--- config.mk ---
export PLATFORM = sky130hd
export DESIGN_NAME = ecf_enclave_check
export DESIGN_NICKNAME = d
export VERILOG_FILES = /design/src/hdl/ecf_pkg.sv /design/src/hdl/ecf_wb_port.sv /design/src/hdl/ecf_opcode_decode.sv /design/src/hdl/ecf_enclave_check.sv
export SDC_FILE = /design/constraint.sdc
export NUM_CORES = 1
export LEC_CHECK = 0
export ABC_CLOCK_PERIOD_IN_PS = 5200
export BUFFER_PORTS_ARGS = -buffer_cell sky130_fd_sc_hd__buf_2
export CAP_MARGIN = 40
export CELL_PAD_IN_SITES_DETAIL_PLACEMENT = 1
export CELL_PAD_IN_SITES_GLOBAL_PLACEMENT = 2
export CORE_ASPECT_RATIO = 1.5
export CORE_MARGIN = 2
export CORE_UTILIZATION = 37
export DETAILED_ROUTE_END_ITERATION = 16
export HOLD_SLACK_MARGIN = 0.05
export PLACE_DENSITY_LB_ADDON = 0.1
export SYNTH_ARGS = -nofsm -noshare
export SYNTH_HDL_FRONTEND = slang
export SYNTH_SLANG_ARGS = --single-unit
--- constraint.sdc ---
create_clock -name mclk -period 5.2 [get_ports mclk]
set_clock_uncertainty 0.05 [all_clocks]
set_input_delay 1.04 -clock mclk [delete_from_list [all_inputs] [get_ports mclk]]
set_output_delay 1.04 -clock mclk [all_outputs]
set_load 0.01 [all_outputs]
--- src/hdl/ecf_pkg.sv ---
// constants, field layouts and types of the enclave instruction checker
// assumes a 32-bit classic wishbone register port on a single clock
package ecf_pkg;

    // ==========================================================
    // register byte offsets
    localparam logic [4:0] OFS_CTX = 5'h00;
    localparam logic [4:0] OFS_BMLO = 5'h04;
    localparam logic [4:0] OFS_BMHI = 5'h08;
    localparam logic [4:0] OFS_ACC = 5'h0c;
    localparam logic [4:0] OFS_ISSUE = 5'h10;
    localparam logic [4:0] OFS_RESULT = 5'h14;
    localparam logic [4:0] OFS_LEAF = 5'h18;

    // ==========================================================
    // reset values
    localparam logic [31:0] CTX_RST = 32'h0000_0000;
    localparam logic [63:0] BM_RST = 64'h0000_0000_0000_0000;
    localparam logic [31:0] ACC_RST = 32'h0000_0000;
    localparam logic [31:0] ISSUE_RST = 32'h0000_0000;
    localparam logic [31:0] LEAF_RST = 32'h0000_0000;

    // ==========================================================
    // context register fields
    localparam int POS_PROT = 0;
    localparam int POS_PAGING = 1;
    localparam int POS_NUMERR = 2;
    localparam int POS_TASKSW = 3;
    localparam int POS_V86 = 4;
    localparam int POS_SYSMGMT = 5;
    localparam int POS_TXN = 6;
    localparam int POS_LONG = 7;
    localparam int POS_CS64 = 8;
    localparam int POS_CSDEF = 9;
    localparam int POS_DSBIG = 10;
    localparam int POS_DSDOWN = 11;
    localparam int POS_PRIV = 12;
    localparam int POS_FLOCK = 14;
    localparam int POS_ENCL_EN = 15;
    localparam int POS_IN_ENCL = 16;
    localparam int POS_BASECAP = 17;
    localparam int POS_OVERSUB = 18;
    localparam int POS_VMXOP = 19;
    localparam int POS_GUEST = 20;
    localparam int POS_EXEC_EN = 21;
    localparam int POS_EXIT_CTL = 22;

    // ==========================================================
    // issue register fields
    localparam int POS_OPC = 0;
    localparam int POS_LOCK = 24;
    localparam int POS_OPSZ = 25;
    localparam int POS_REP = 26;
    localparam int POS_VEX = 27;
    localparam int POS_SEGOV = 28;
    localparam int POS_ASZ = 29;
    localparam int POS_REX = 30;

    // ==========================================================
    // result register fields
    localparam int POS_R_OUT = 0;
    localparam int POS_R_BUSY = 3;
    localparam int POS_R_M64 = 4;
    localparam int POS_R_HYP = 5;
    localparam int POS_R_DSSEG = 6;

    // ==========================================================
    // opcodes and leaf indices
    localparam logic [23:0] OPC_USER = 24'h0f_01d7;
    localparam logic [23:0] OPC_HYP = 24'h0f_01c0;
    localparam logic [31:0] LEAF_REPORT = 32'h0000_0000;
    localparam logic [31:0] LEAF_KEY = 32'h0000_0001;
    localparam logic [31:0] LEAF_ENTRY = 32'h0000_0002;
    localparam logic [31:0] LEAF_RESUME = 32'h0000_0003;
    localparam logic [31:0] LEAF_EXIT = 32'h0000_0004;
    localparam logic [31:0] LEAF_ACCEPT = 32'h0000_0005;
    localparam logic [31:0] LEAF_PERM_EXT = 32'h0000_0006;
    localparam logic [31:0] LEAF_ACC_COPY = 32'h0000_0007;
    localparam logic [31:0] LEAF_BM_LAST = 32'h0000_003e;
    localparam logic [63:0] USER_LEAF_MASK = 64'h0000_0000_0000_00ff;
    localparam logic [63:0] HYP_LEAF_MASK = 64'h0000_0000_0000_0007;

    // outcome of one qualification
    typedef enum logic [2:0] {
        OUT_NONE, OUT_DISPATCH, OUT_UD, OUT_GP, OUT_NM, OUT_TX_ABORT,
        OUT_VM_EXIT
    } ecf_outcome_t;

    // leaf index supported by a mask
    function automatic logic ecf_leaf_ok(input logic [63:0] mask,
                                         input logic [31:0] idx);
        ecf_leaf_ok = (idx < 32'h0000_0040) && mask[idx[5:0]];
    endfunction : ecf_leaf_ok

    // byte-lane merge of a write
    function automatic logic [31:0] ecf_merge(input logic [31:0] old,
                                              input logic [31:0] wd,
                                              input logic [3:0] sel);
        for (int i = 0; i < 4; i++)
        begin
            ecf_merge[i*8 +: 8] = sel[i] ? wd[i*8 +: 8] : old[i*8 +: 8];
        end
    endfunction : ecf_merge

endpackage : ecf_pkg

--- src/hdl/ecf_wb_port.sv ---
// classic wishbone slave handshake for the checker registers
// assumes master holds a request until ack; one clock, sync reset
`timescale 1ns/1ps
`default_nettype none
module ecf_wb_port
    import ecf_pkg::*;
(
    input wire logic mclk, // core clock
    input wire logic reset, // sync reset, high
    input wire logic wb_cyc_i, // bus cycle
    input wire logic wb_stb_i, // strobe
    input wire logic wb_we_i, // write
    input wire logic [31:0] wb_adr_i, // byte address
    output logic [31:0] wb_dat_o, // read data
    output logic wb_ack_o, // acknowledge
    input wire logic [31:0] reg_rdata, // register read value
    output logic reg_wr, // write takes effect now
    output logic [4:0] reg_ofs, // word-aligned byte offset
    output logic reg_hit // address inside the map
);

    typedef struct packed {
        logic ack;
        logic [31:0] dat;
    } ecf_wb_state_t;

    ecf_wb_state_t st;
    ecf_wb_state_t next_st;
    logic req;

    // address decode and write strobe on the ack edge
    assign req = wb_cyc_i && wb_stb_i;
    assign reg_ofs = {wb_adr_i[4:2], 2'b00};
    assign reg_hit = (wb_adr_i[31:5] == 27'h000_0000);
    assign reg_wr = st.ack && req && wb_we_i;
    assign wb_ack_o = st.ack;
    assign wb_dat_o = st.dat;

    // ack one cycle after request, dropped the cycle after
    always_comb
    begin
        next_st = st;
        next_st.ack = req && !st.ack;
        if (req && !st.ack)
        begin
            next_st.dat = wb_we_i ? 32'h0000_0000 : reg_rdata;
        end
    end

    // state register
    always_ff @(posedge mclk)
    begin
        if (reset)
        begin
            st <= '0;
        end
        else
        begin
            st <= next_st;
        end
    end

endmodule : ecf_wb_port
`default_nettype wire

--- src/hdl/ecf_opcode_decode.sv ---
// opcode and prefix classification of an issued instruction
// assumes the issue word is held stable by the caller
`timescale 1ns/1ps
`default_nettype none
module ecf_opcode_decode
    import ecf_pkg::*;
(
    input wire logic [31:0] issue, // opcode bytes and prefix flags
    output logic is_user, // user-level enclave instruction
    output logic is_hyp, // hypervisor-level enclave instruction
    output logic bad_prefix // forbidden prefix present
);

    // opcode match, no mandatory prefix
    assign is_user = (issue[POS_OPC +: 24] == OPC_USER);
    assign is_hyp = (issue[POS_OPC +: 24] == OPC_HYP);

    // segment, address-size and rex flags are never looked at
    assign bad_prefix = issue[POS_LOCK] || issue[POS_OPSZ]
        || issue[POS_REP] || issue[POS_VEX];

endmodule : ecf_opcode_decode
`default_nettype wire

--- src/hdl/ecf_enclave_check.sv ---
// qualification checks for the user and hypervisor enclave instructions
// assumes software loads context registers before writing the issue word
//
// Overview of operation
// - opcode 0f 01 d7 without mandatory prefix is the user instruction.
// - leaf comes from the accumulator low 32 bits only.
// - user: no protection, v86, system management or no base cap: ud.
// - user below privilege 3 gives ud.
// - user with task switched set gives nm, after mode checks.
// - user with paging or numeric error off gives gp zero.
// - feature lock or enclave enable clear gives gp zero.
// - undefined or unsupported leaf gives gp zero.
// - active transaction region aborts before any other check.
// - 64-bit width only in long 64-bit code; ds forms addresses.
// - user outside 64-bit with 16-bit code or data gives gp.
// - inside enclave, entry or resume leaf gives gp.
// - outside enclave, leaves 0, 1, 4 to 7 give gp.
// - segment, address-size and rex prefixes are ignored.
// - lock, operand-size, repeat or vex prefix gives ud.
// - hypervisor instruction without oversubscription cap gives ud.
// - hypervisor: no protection, v86, system mgmt or no vmx: ud.
// - hypervisor above privilege 0 gives ud.
// - hypervisor in guest with 64-bit long code gives ud.
// - hypervisor in guest with execution enable clear gives ud.
// - exiting control set: bitmap bit of leaf, 63 above 62, exits.
// - hypervisor: paging off or expand-down ds outside 64-bit: gp.
// - hypervisor unrecognized in real and v86 mode.
//
// Register access over Wishbone and the register addresses were chosen for this implementation.
`timescale 1ns/1ps
`default_nettype none
module ecf_enclave_check
    import ecf_pkg::*;
(
    input wire logic mclk, // core clock, 25 MHz
    input wire logic reset, // sync reset, high
    input wire logic wb_cyc_i, // bus cycle
    input wire logic wb_stb_i, // strobe
    input wire logic wb_we_i, // write
    input wire logic [31:0] wb_adr_i, // byte address
    input wire logic [3:0] wb_sel_i, // byte enables
    input wire logic [31:0] wb_dat_i, // write data
    output logic [31:0] wb_dat_o, // read data
    output logic wb_ack_o, // acknowledge
    output logic dispatch_valid, // pulse: leaf flow starts
    output logic [31:0] dispatch_leaf, // leaf index handed on
    output logic dispatch_hyp, // hypervisor instruction was checked
    output logic fault_valid, // pulse: check ended in fault or exit
    output logic [2:0] fault_kind // outcome code
);

    // ==========================================================
    // types and state

    typedef enum logic [3:0] {
        S_IDLE, S_TXN, S_PREFIX, S_MODE, S_TASK, S_GUEST64, S_PRIV,
        S_VMX, S_FEAT, S_LEAF, S_PAGING, S_SEG, S_ENCL
    } ecf_state_t;

    typedef struct packed {
        ecf_state_t state;
        logic [31:0] ctx;
        logic [63:0] bm;
        logic [31:0] acc;
        logic [31:0] issue;
        ecf_outcome_t outcome;
        logic hyp;
        logic [31:0] leaf;
        logic disp;
        logic flt;
    } ecf_core_t;

    ecf_core_t st;
    ecf_core_t next_st;

    logic reg_wr;
    logic [4:0] reg_ofs;
    logic reg_hit;
    logic [31:0] reg_rdata;
    logic is_user;
    logic is_hyp;
    logic bad_prefix;
    logic busy;
    logic mode64;
    logic [1:0] priv;
    logic in_encl;
    logic bm_hit;

    // ==========================================================
    // bus port and decoder

    ecf_wb_port u_port (
        .mclk(mclk),
        .reset(reset),
        .wb_cyc_i(wb_cyc_i),
        .wb_stb_i(wb_stb_i),
        .wb_we_i(wb_we_i),
        .wb_adr_i(wb_adr_i),
        .wb_dat_o(wb_dat_o),
        .wb_ack_o(wb_ack_o),
        .reg_rdata(reg_rdata),
        .reg_wr(reg_wr),
        .reg_ofs(reg_ofs),
        .reg_hit(reg_hit)
    );

    ecf_opcode_decode u_dec (
        .issue(st.issue),
        .is_user(is_user),
        .is_hyp(is_hyp),
        .bad_prefix(bad_prefix)
    );

    // ==========================================================
    // context decode

    // 64-bit mode needs long mode and a 64-bit code segment
    assign mode64 = st.ctx[POS_LONG] && st.ctx[POS_CS64];
    assign priv = st.ctx[POS_PRIV +: 2];
    assign in_encl = st.ctx[POS_IN_ENCL];
    assign busy = (st.state != S_IDLE);

    // exiting bitmap lookup, bit 63 covers every index above 62
    assign bm_hit = (st.acc > LEAF_BM_LAST) ? st.bm[63]
        : st.bm[st.acc[5:0]];

    // outputs straight from flops
    assign dispatch_valid = st.disp;
    assign dispatch_leaf = st.leaf;
    assign dispatch_hyp = st.hyp;
    assign fault_valid = st.flt;
    assign fault_kind = st.outcome;

    // ==========================================================
    // register read mux, unmapped reads as zero

    always_comb
    begin
        reg_rdata = 32'h0000_0000;
        if (reg_hit)
        begin
            case (reg_ofs)
                OFS_CTX: reg_rdata = st.ctx;
                OFS_BMLO: reg_rdata = st.bm[31:0];
                OFS_BMHI: reg_rdata = st.bm[63:32];
                OFS_ACC: reg_rdata = st.acc;
                OFS_ISSUE: reg_rdata = st.issue;
                OFS_RESULT:
                begin
                    reg_rdata[POS_R_OUT +: 3] = st.outcome;
                    reg_rdata[POS_R_BUSY] = busy;
                    reg_rdata[POS_R_M64] = mode64;
                    reg_rdata[POS_R_HYP] = st.hyp;
                    reg_rdata[POS_R_DSSEG] = 1'b1;
                end
                OFS_LEAF: reg_rdata = st.leaf;
                default: reg_rdata = 32'h0000_0000;
            endcase
        end
    end

    // ==========================================================
    // register writes and the check sequence

    always_comb
    begin
        logic fail;
        ecf_outcome_t code;
        fail = 1'b0;
        code = OUT_NONE;
        next_st = st;
        next_st.disp = 1'b0;
        next_st.flt = 1'b0;

        // writes land only while idle, so a check sees a frozen context
        if (reg_wr && reg_hit && !busy)
        begin
            case (reg_ofs)
                OFS_CTX: next_st.ctx = ecf_merge(st.ctx, wb_dat_i, wb_sel_i);
                OFS_BMLO:
                begin
                    next_st.bm[31:0] = ecf_merge(st.bm[31:0], wb_dat_i,
                                                 wb_sel_i);
                end
                OFS_BMHI:
                begin
                    next_st.bm[63:32] = ecf_merge(st.bm[63:32], wb_dat_i,
                                                  wb_sel_i);
                end
                // only the low half of the accumulator is kept
                OFS_ACC:
                begin
                    next_st.acc = ecf_merge(st.acc, wb_dat_i,
                                            wb_sel_i);
                end
                OFS_ISSUE:
                begin
                    next_st.issue = ecf_merge(ISSUE_RST, wb_dat_i, wb_sel_i);
                    next_st.state = S_TXN;
                    next_st.outcome = OUT_NONE;
                end
                default: next_st.state = st.state;
            endcase
        end

        // one check a cycle in priority order
        unique case (st.state)
            S_IDLE: next_st.hyp = st.hyp;
            S_TXN:
            begin
                next_st.hyp = is_hyp;
                fail = st.ctx[POS_TXN];
                code = OUT_TX_ABORT;
                next_st.state = S_PREFIX;
            end
            S_PREFIX:
            begin
                // unknown opcode is also undefined
                fail = bad_prefix || !(is_user || is_hyp);
                code = OUT_UD;
                next_st.state = S_MODE;
            end
            S_MODE:
            begin
                fail = !st.ctx[POS_PROT] || st.ctx[POS_V86]
                    || st.ctx[POS_SYSMGMT];
                if (is_user)
                begin
                    fail = fail || !st.ctx[POS_BASECAP];
                end
                else
                begin
                    fail = fail || !st.ctx[POS_OVERSUB]
                        || !st.ctx[POS_VMXOP];
                end
                code = OUT_UD;
                next_st.state = S_TASK;
            end
            S_TASK:
            begin
                fail = is_user && st.ctx[POS_TASKSW];
                code = OUT_NM;
                next_st.state = S_GUEST64;
            end
            S_GUEST64:
            begin
                fail = is_hyp && st.ctx[POS_GUEST] && mode64;
                code = OUT_UD;
                next_st.state = S_PRIV;
            end
            S_PRIV:
            begin
                if (is_user)
                begin
                    fail = (priv != 2'd3);
                end
                else
                begin
                    fail = (priv != 2'd0);
                end
                code = OUT_UD;
                next_st.state = S_VMX;
            end
            S_VMX:
            begin
                if (is_hyp && st.ctx[POS_GUEST] && !st.ctx[POS_EXEC_EN])
                begin
                    fail = 1'b1;
                    code = OUT_UD;
                end
                else if (is_hyp && st.ctx[POS_GUEST]
                         && st.ctx[POS_EXIT_CTL] && bm_hit)
                begin
                    fail = 1'b1;
                    code = OUT_VM_EXIT;
                end
                next_st.state = S_FEAT;
            end
            S_FEAT:
            begin
                fail = !st.ctx[POS_FLOCK] || !st.ctx[POS_ENCL_EN];
                code = OUT_GP;
                next_st.state = S_LEAF;
            end
            S_LEAF:
            begin
                fail = !ecf_leaf_ok(is_user ? USER_LEAF_MASK
                                    : HYP_LEAF_MASK, st.acc);
                code = OUT_GP;
                next_st.state = S_PAGING;
            end
            S_PAGING:
            begin
                fail = !st.ctx[POS_PAGING];
                if (is_user)
                begin
                    fail = fail || !st.ctx[POS_NUMERR];
                end
                code = OUT_GP;
                next_st.state = S_SEG;
            end
            S_SEG:
            begin
                if (is_user)
                begin
                    fail = !mode64 && (!st.ctx[POS_CSDEF]
                        || !st.ctx[POS_DSBIG]);
                end
                else
                begin
                    fail = !mode64 && st.ctx[POS_DSDOWN];
                end
                code = OUT_GP;
                next_st.state = S_ENCL;
            end
            S_ENCL:
            begin
                if (is_user && in_encl)
                begin
                    fail = (st.acc == LEAF_ENTRY)
                        || (st.acc == LEAF_RESUME);
                end
                else if (is_user)
                begin
                    fail = (st.acc == LEAF_REPORT)
                        || (st.acc == LEAF_KEY) || (st.acc == LEAF_EXIT)
                        || (st.acc == LEAF_ACCEPT)
                        || (st.acc == LEAF_PERM_EXT)
                        || (st.acc == LEAF_ACC_COPY);
                end
                code = OUT_GP;
                next_st.state = S_IDLE;
            end
        endcase

        // first failure ends the sequence, else the leaf is handed on
        if (fail)
        begin
            next_st.state = S_IDLE;
            next_st.outcome = code;
            next_st.flt = 1'b1;
        end
        else if (st.state == S_ENCL)
        begin
            next_st.outcome = OUT_DISPATCH;
            next_st.leaf = st.acc;
            next_st.disp = 1'b1;
        end
    end

    // state register
    always_ff @(posedge mclk)
    begin
        if (reset)
        begin
            st <= '{state: S_IDLE, ctx: CTX_RST, bm: BM_RST,
                    acc: ACC_RST, issue: ISSUE_RST, outcome: OUT_NONE,
                    hyp: 1'b0, leaf: LEAF_RST, disp: 1'b0, flt: 1'b0};
        end
        else
        begin
            st <= next_st;
        end
    end

endmodule : ecf_enclave_check
`default_nettype wire

After elaboration in Yosys (flattened, before gate mapping). Index checks and enable logic that the tools add are counted.

Output and inout bits: 71. Input bits: 73. Register bits: 235. Logic and storage cells: 195.

Magnitude comparators: 3. Bitwise operators: 1. Muxes and demuxes: 54. Equal/unequal tests: 28. Reduce and logical (&&, ||, !) cells: 84.

Operators by type and width (number): two-way mux 32 bit (6); two-way mux 8 bit (21); two-way mux 167 bit (1); case mux 25 bit (6 select lines) (1); equality test 32 x 3 -> 1 bit (second input constant) (4); equality test 32 x 2 -> 1 bit (second input constant) (2); case mux 7 bit (7 select lines) (1); equality test 24 x 20 -> 1 bit (second input constant) (2); case mux 4 bit (12 select lines) (1); AND reduction 3 bit (16); two-way mux 35 bit (1); equality test 32 x 1 -> 1 bit (second input constant) (1); greater-than comparator 32 x 6 -> 1 bit (second input constant) (1); zero test 32 bit (1); less-than comparator 32 x 7 -> 1 bit (second input constant) (1); zero test 27 bit (1); nonzero test 13 bit (2); equality test 4 bit (second input constant) (5); logical OR 1 bit (19); logical AND 1 bit (17); equality test 4 x 3 -> 1 bit (second input constant) (4); zero test 1 bit (16); case mux 3 bit (5 select lines) (1); two-way mux 1 bit (13); other kinds (20) (32).

Depth between registers and ports, before layout.
Depth after elaboration: 11. Mapped depth: 10.

Cells and area by module. Synthesis repeated with hierarchy kept, for this count alone.

Cell total of the unflattened synthesis: 1252. Area total of the unflattened synthesis: 11175.7 um2.

Modules (own cells, without submodules): ecf_enclave_check (cells each 1077, instances 1, area an instance 9693.0 um2); ecf_wb_port (cells each 163, instances 1, area an instance 1388.8 um2); ecf_opcode_decode (cells each 12, instances 1, area an instance 93.8 um2).

Worst setup path before layout. Ideal clock, no wire load.

Path kind: input port to flip-flop. From: input port wb_adr_i[7]. To: register st[167] (netlist bit). Path slack: 2195 ps. Path buffers: 2. Stages on the path: 8. Arrival time: 2884 ps. Cell sequence: nor4_1 -> nand4_1 -> nor4_1 -> and2_1 -> buf_2 -> clkbuf_1 -> nand3_1 -> a21oi_1.

Word-level cells in the longest chain between the ends: 4.

Ends and longest elaborated chain: from (decl) (line ecf_enclave_check.sv:40) `input wire logic [31:0] wb_adr_i,`; zero test 27 bit (line ecf_wb_port.sv:34) `assign reg_hit = (wb_adr_i[31:5] == 27'h000_0000);`; logical AND 1 bit (2 in series) (line ecf_enclave_check.sv:176) `if (reg_wr && reg_hit && !busy)`; AND reduction 3 bit (no source line); to (signal assigned) (line ecf_enclave_check.sv:356) `st <= '{state: S_IDLE, ctx: CTX_RST, bm: BM_RST,`; to (signal assigned) (line ecf_enclave_check.sv:362) `st <= next_st;`; to (decl) (line ecf_enclave_check.sv:73) `ecf_core_t st;`.

No other way between the ends. A chain may end at the register's enable or synchronous reset.

Worst setup path in the final report.
From: register st[57] (netlist bit). To: register st[200] (netlist bit).

Word-level cells in the longest chain between the ends: 8. Elaborated cells between the ends (all ways): 27. Classes of those cells: eq/ne: 2; mux: 12; reduce/logical: 13.

Ends and longest elaborated chain: equality test 24 x 20 -> 1 bit, on equally long branches (line ecf_opcode_decode.sv:15, ecf_opcode_decode.sv:16); two-way mux 8 bit / logical AND 1 bit (equally long branches); binary-select mux 1 bit (select 6 bit) / logical AND 1 bit (equally long branches) (line ecf_pkg.sv:92, ecf_enclave_check.sv:272); two-way mux 1 bit (implied by the code) / logical AND 1 bit (equally long branches) (line ecf_pkg.sv:92, ecf_enclave_check.sv:272); logical AND 1 bit / two-way mux 1 bit (equally long branches) (line ecf_pkg.sv:92, ecf_enclave_check.sv:271); zero test 1 bit / two-way mux 1 bit (equally long branches) (line ecf_enclave_check.sv:287, ecf_enclave_check.sv:266); case mux 1 bit (12 select lines) * (line ecf_enclave_check.sv:207) `unique case (st.state)`; OR reduction 2 bit (no source line) *.

Every way passes the cells marked *; elsewhere a longest branch is shown, timed or not. The select of a mux whose other input is x is not followed.

==> summary.md <==
| Metric | Value |
|---|---|
| Status | complete, no violations |
| Fmax | 286 MHz |
| Post-DP Area | 11,900 um^2 |
| # DRC | 0 |
| Relative slew slack | 40.3% |
| IO Count | 144 |
| Synth Flop Type | dfxtp_1 |
| Root buf cell | clkbuf_16 |
| N_diodes | 0 |
| Crit path kind | register to register |
| Worst EP required | 5620 ps |
| CP Launch Type | register |
| Initial antenna violation count | 0 |
| Synth area leader | dfxtp_1 |
| Asr flop ratio synth | 0% |
| CTS HTree Levels | 1 |
| FF+latch area | 4710 um^2 |
| Routed Antenna Nets | 0 |
| GRT Residual Overflow | 0 |
| First-pass DRT Iterations | 5 |
| Synthesis-to-layout area growth | 15.8% |
| Post-Place Cells | 1,765 |
| Number of synthesized flops with an enable pin | 0 |
| Seq cells post-synth | 235 |
| Final setup fails | 0 |
| RSZ-0062 raised after global routing | false |
| Clock sinks | 235 |
| Setup TNS | 0 ps |
| Final nets | 1,471 |
| Initial DRC count | 719 |
| Max Fanout on Critical Path | 7 |
| Pins Over Slew Limit | 0 |
| First-pass GRT wire length | 65,300 um |
| Clock insertion delay at the later pin of the skew report | 550 ps |
| Non-filler cells, final | 1,812 |
| CTS Buf Count | 26 |
| Synth area leaders | dfxtp_1 (43%), a22oi_1 (10%), nand3_1 (7.6%), a21oi_1 (6.4%), nand2_1 (5.8%) |
| Vias per Instance | 5.83 |
| Synth Cell Area | 11,000 um^2 |
| Die Wd | 145 um |
| Die Area | 31,200 um^2 |
| Sequential share of the synthesized area | 42.7% |
| Crit path DAT | 3910 ps |
| Max Cap Viol | 0 |
| Layout filler cell count | 3,503 |
| Distinct cells, synth | 57 |
| Clock-pin slew on the worst setup and hold paths | 70 ps |
| Hold/Removal Path Class | register to register |
| Post-cts resize count | 0 |
| Initial Util | 37.5% |
| Period minus WS final | 3500 ps |
| Number of global-route vias before repair | 10.8k |
| Synth top area share | 42.7% |
| Buffers added on ports | 141 |
| Via Count | 10.6k |
| CP Capture Type | register |
| Die H | 215 um |
| Clock buffer depth | 3 |
| Post-CTS Setup Repair Bufs | 0 |
| Hold buffers post-CTS | 0 |
| Tightest Pin Transition | 894 ps |
| Core area | 29,400 um^2 |
| P_leak | 4.73 nW |
| PwrDens | 304 nW/um^2 |
| Post-Route WL | 42,200 um |
| GP Congestion | 0.908 |
| Mapped Nets | 1,414 |
| Final period utilization | 67.2% |
| Multi-input gate area | 5620 um^2 |
| FP Rows | 77 |
| Yosys warnings | 0 |
| Final Instance Area | 12,700 um^2 |
| Largest net degree at the start of global routing | 118 |
| CTS tree | yes |
| Final hold viol count | 0 |
| Peak supply drop | 0.000268 V |
| DR WL/cell | 23.3 um |
| GRT Overall Usage | 27.1% |
| HPWL Detailed | 29,400 um |
| Cell count after synthesis | 1,341 |
| Avg Cell Area, Syn | 8.21 um^2 |
| Share of post-route cells with drive strength above 1 | 17.6% |
[final cells by class]
cell class,instances,share of cell area [%]
clock buffer,43,6.56
clock inverter,4,0.373
inverter,2,0.0589
multi-input combinational,958,44.1
sequential,235,36.9
tap,395,3.88
timing repair buffer,175,8.14
[metrics by stage]
| stage | hold slack [ps] | power, W | setup WS (ps) | utilization, % |
|---|---|---|---|---|
| 4_1_cts | 413 | 0.00392 | 1720 | 43.4 |
| 5_1_grt | 431 | 0.00400 | 1550 | 43.4 |
| 3_5_place_dp | 404 | 0.00200 | 1560 | 40.4 |
| 6_report | 411 | 0.00387 | 1700 | 43.4 |
| 3_3_place_gp | 391 | 0.00200 | 1520 | 40.3 |
| 2_1_floorplan | 386 | 0.00191 | 2200 | - |
[cell usage after synthesis (all sizes together) (9+ instances only)]
master  number
nor3        11
nand3      167
o21ai       14
buf         57
nor2b       13
a22oi      150
nor2       115
clkbuf      89
nand2      170
mux4         9
and3         9
nor4        18
dfxtp      235
mux2i       58
a21oi      141
nand4       10
[state kept, by name (all words and copies together), names as in the netlist, 2 cells and up]
name and cells:
st 161, dispatch_leaf 32, u_port.wb_dat_o 32, fault_kind 3, priv 2
[placed cells by master, fill, tap and decap left out, types with 3 or more instances in the layout]
| cell | count |
|---|---|
| buf_2 | 140 |
| dfxtp_1 | 234 |
| a31oi_1 | 5 |
| nor4_2 | 3 |
| clkbuf_16 | 27 |
| buf_12 | 4 |
| nand2b_1 | 8 |
| a311oi_1 | 3 |
| nand2_1 | 169 |
| and3_1 | 9 |
| mux4_2 | 8 |
| nor2_1 | 115 |
| and2_1 | 6 |
| o21ai_0 | 14 |
| clkbuf_1 | 6 |
| nor4_1 | 15 |
| a21oi_1 | 140 |
| a22oi_1 | 150 |
| nand3b_1 | 5 |
| nor3_1 | 10 |
| buf_4 | 29 |
| or4_1 | 4 |
| clkbuf_8 | 10 |
| mux2_2 | 8 |
| nand3_1 | 167 |
| mux2i_1 | 58 |
| nand4_1 | 10 |
| nor2b_1 | 11 |
[critical path: stages (launching register included)]
cell      delay (ps)
dfxtp_1          400
nor4b_1          560
nand3_1          260
nor3_1           590
mux2_2           430
a211oi_1         280
and3_1           400
nand2_2          170
nor4_2           260
[power by group]
| part | internal, W | leakage, nW | total, W | switching, W |
|---|---|---|---|---|
| clock network | 0.00114 | 0.434 | 0.00192 | 0.000778 |
| registers | 0.00180 | 1.89 | 0.00180 | 0.000000186 |
| logic | 0.0000403 | 2.40 | 0.000159 | 0.000118 |
| total | 0.00298 | 4.73 | 0.00387 | 0.000896 |
[per-layer routing]
metal  wire [um]  track usage (%)
met4        1190             8.19
met3        1780             2.87
met2       21600             48.3
met1       17700             34.0
met5           0                0
[final timing paths]
check / start / endpoint / slack, ps / cells after the start
max: st[57] / st[200] / 1700 / 8
min: st[195] / st[195] / 410 / 2
max reg2reg: st[57] / st[200] / 1700 / 8
min reg2reg: st[195] / st[195] / 410 / 2
[logic make-up after synthesis]
logic type / Yosys count / synth area share, %
and+or+nand+nor: 548 / 23.1
AOI/OAI and AO/OA: 333 / 19.5
DFF: 235 / 42.7
buffers and inverters: 148 / 6.55
muxes: 75 / 7.97
xor gates and xnor gates: 2 / 0.159
Power figures use the tool's default switching activity.
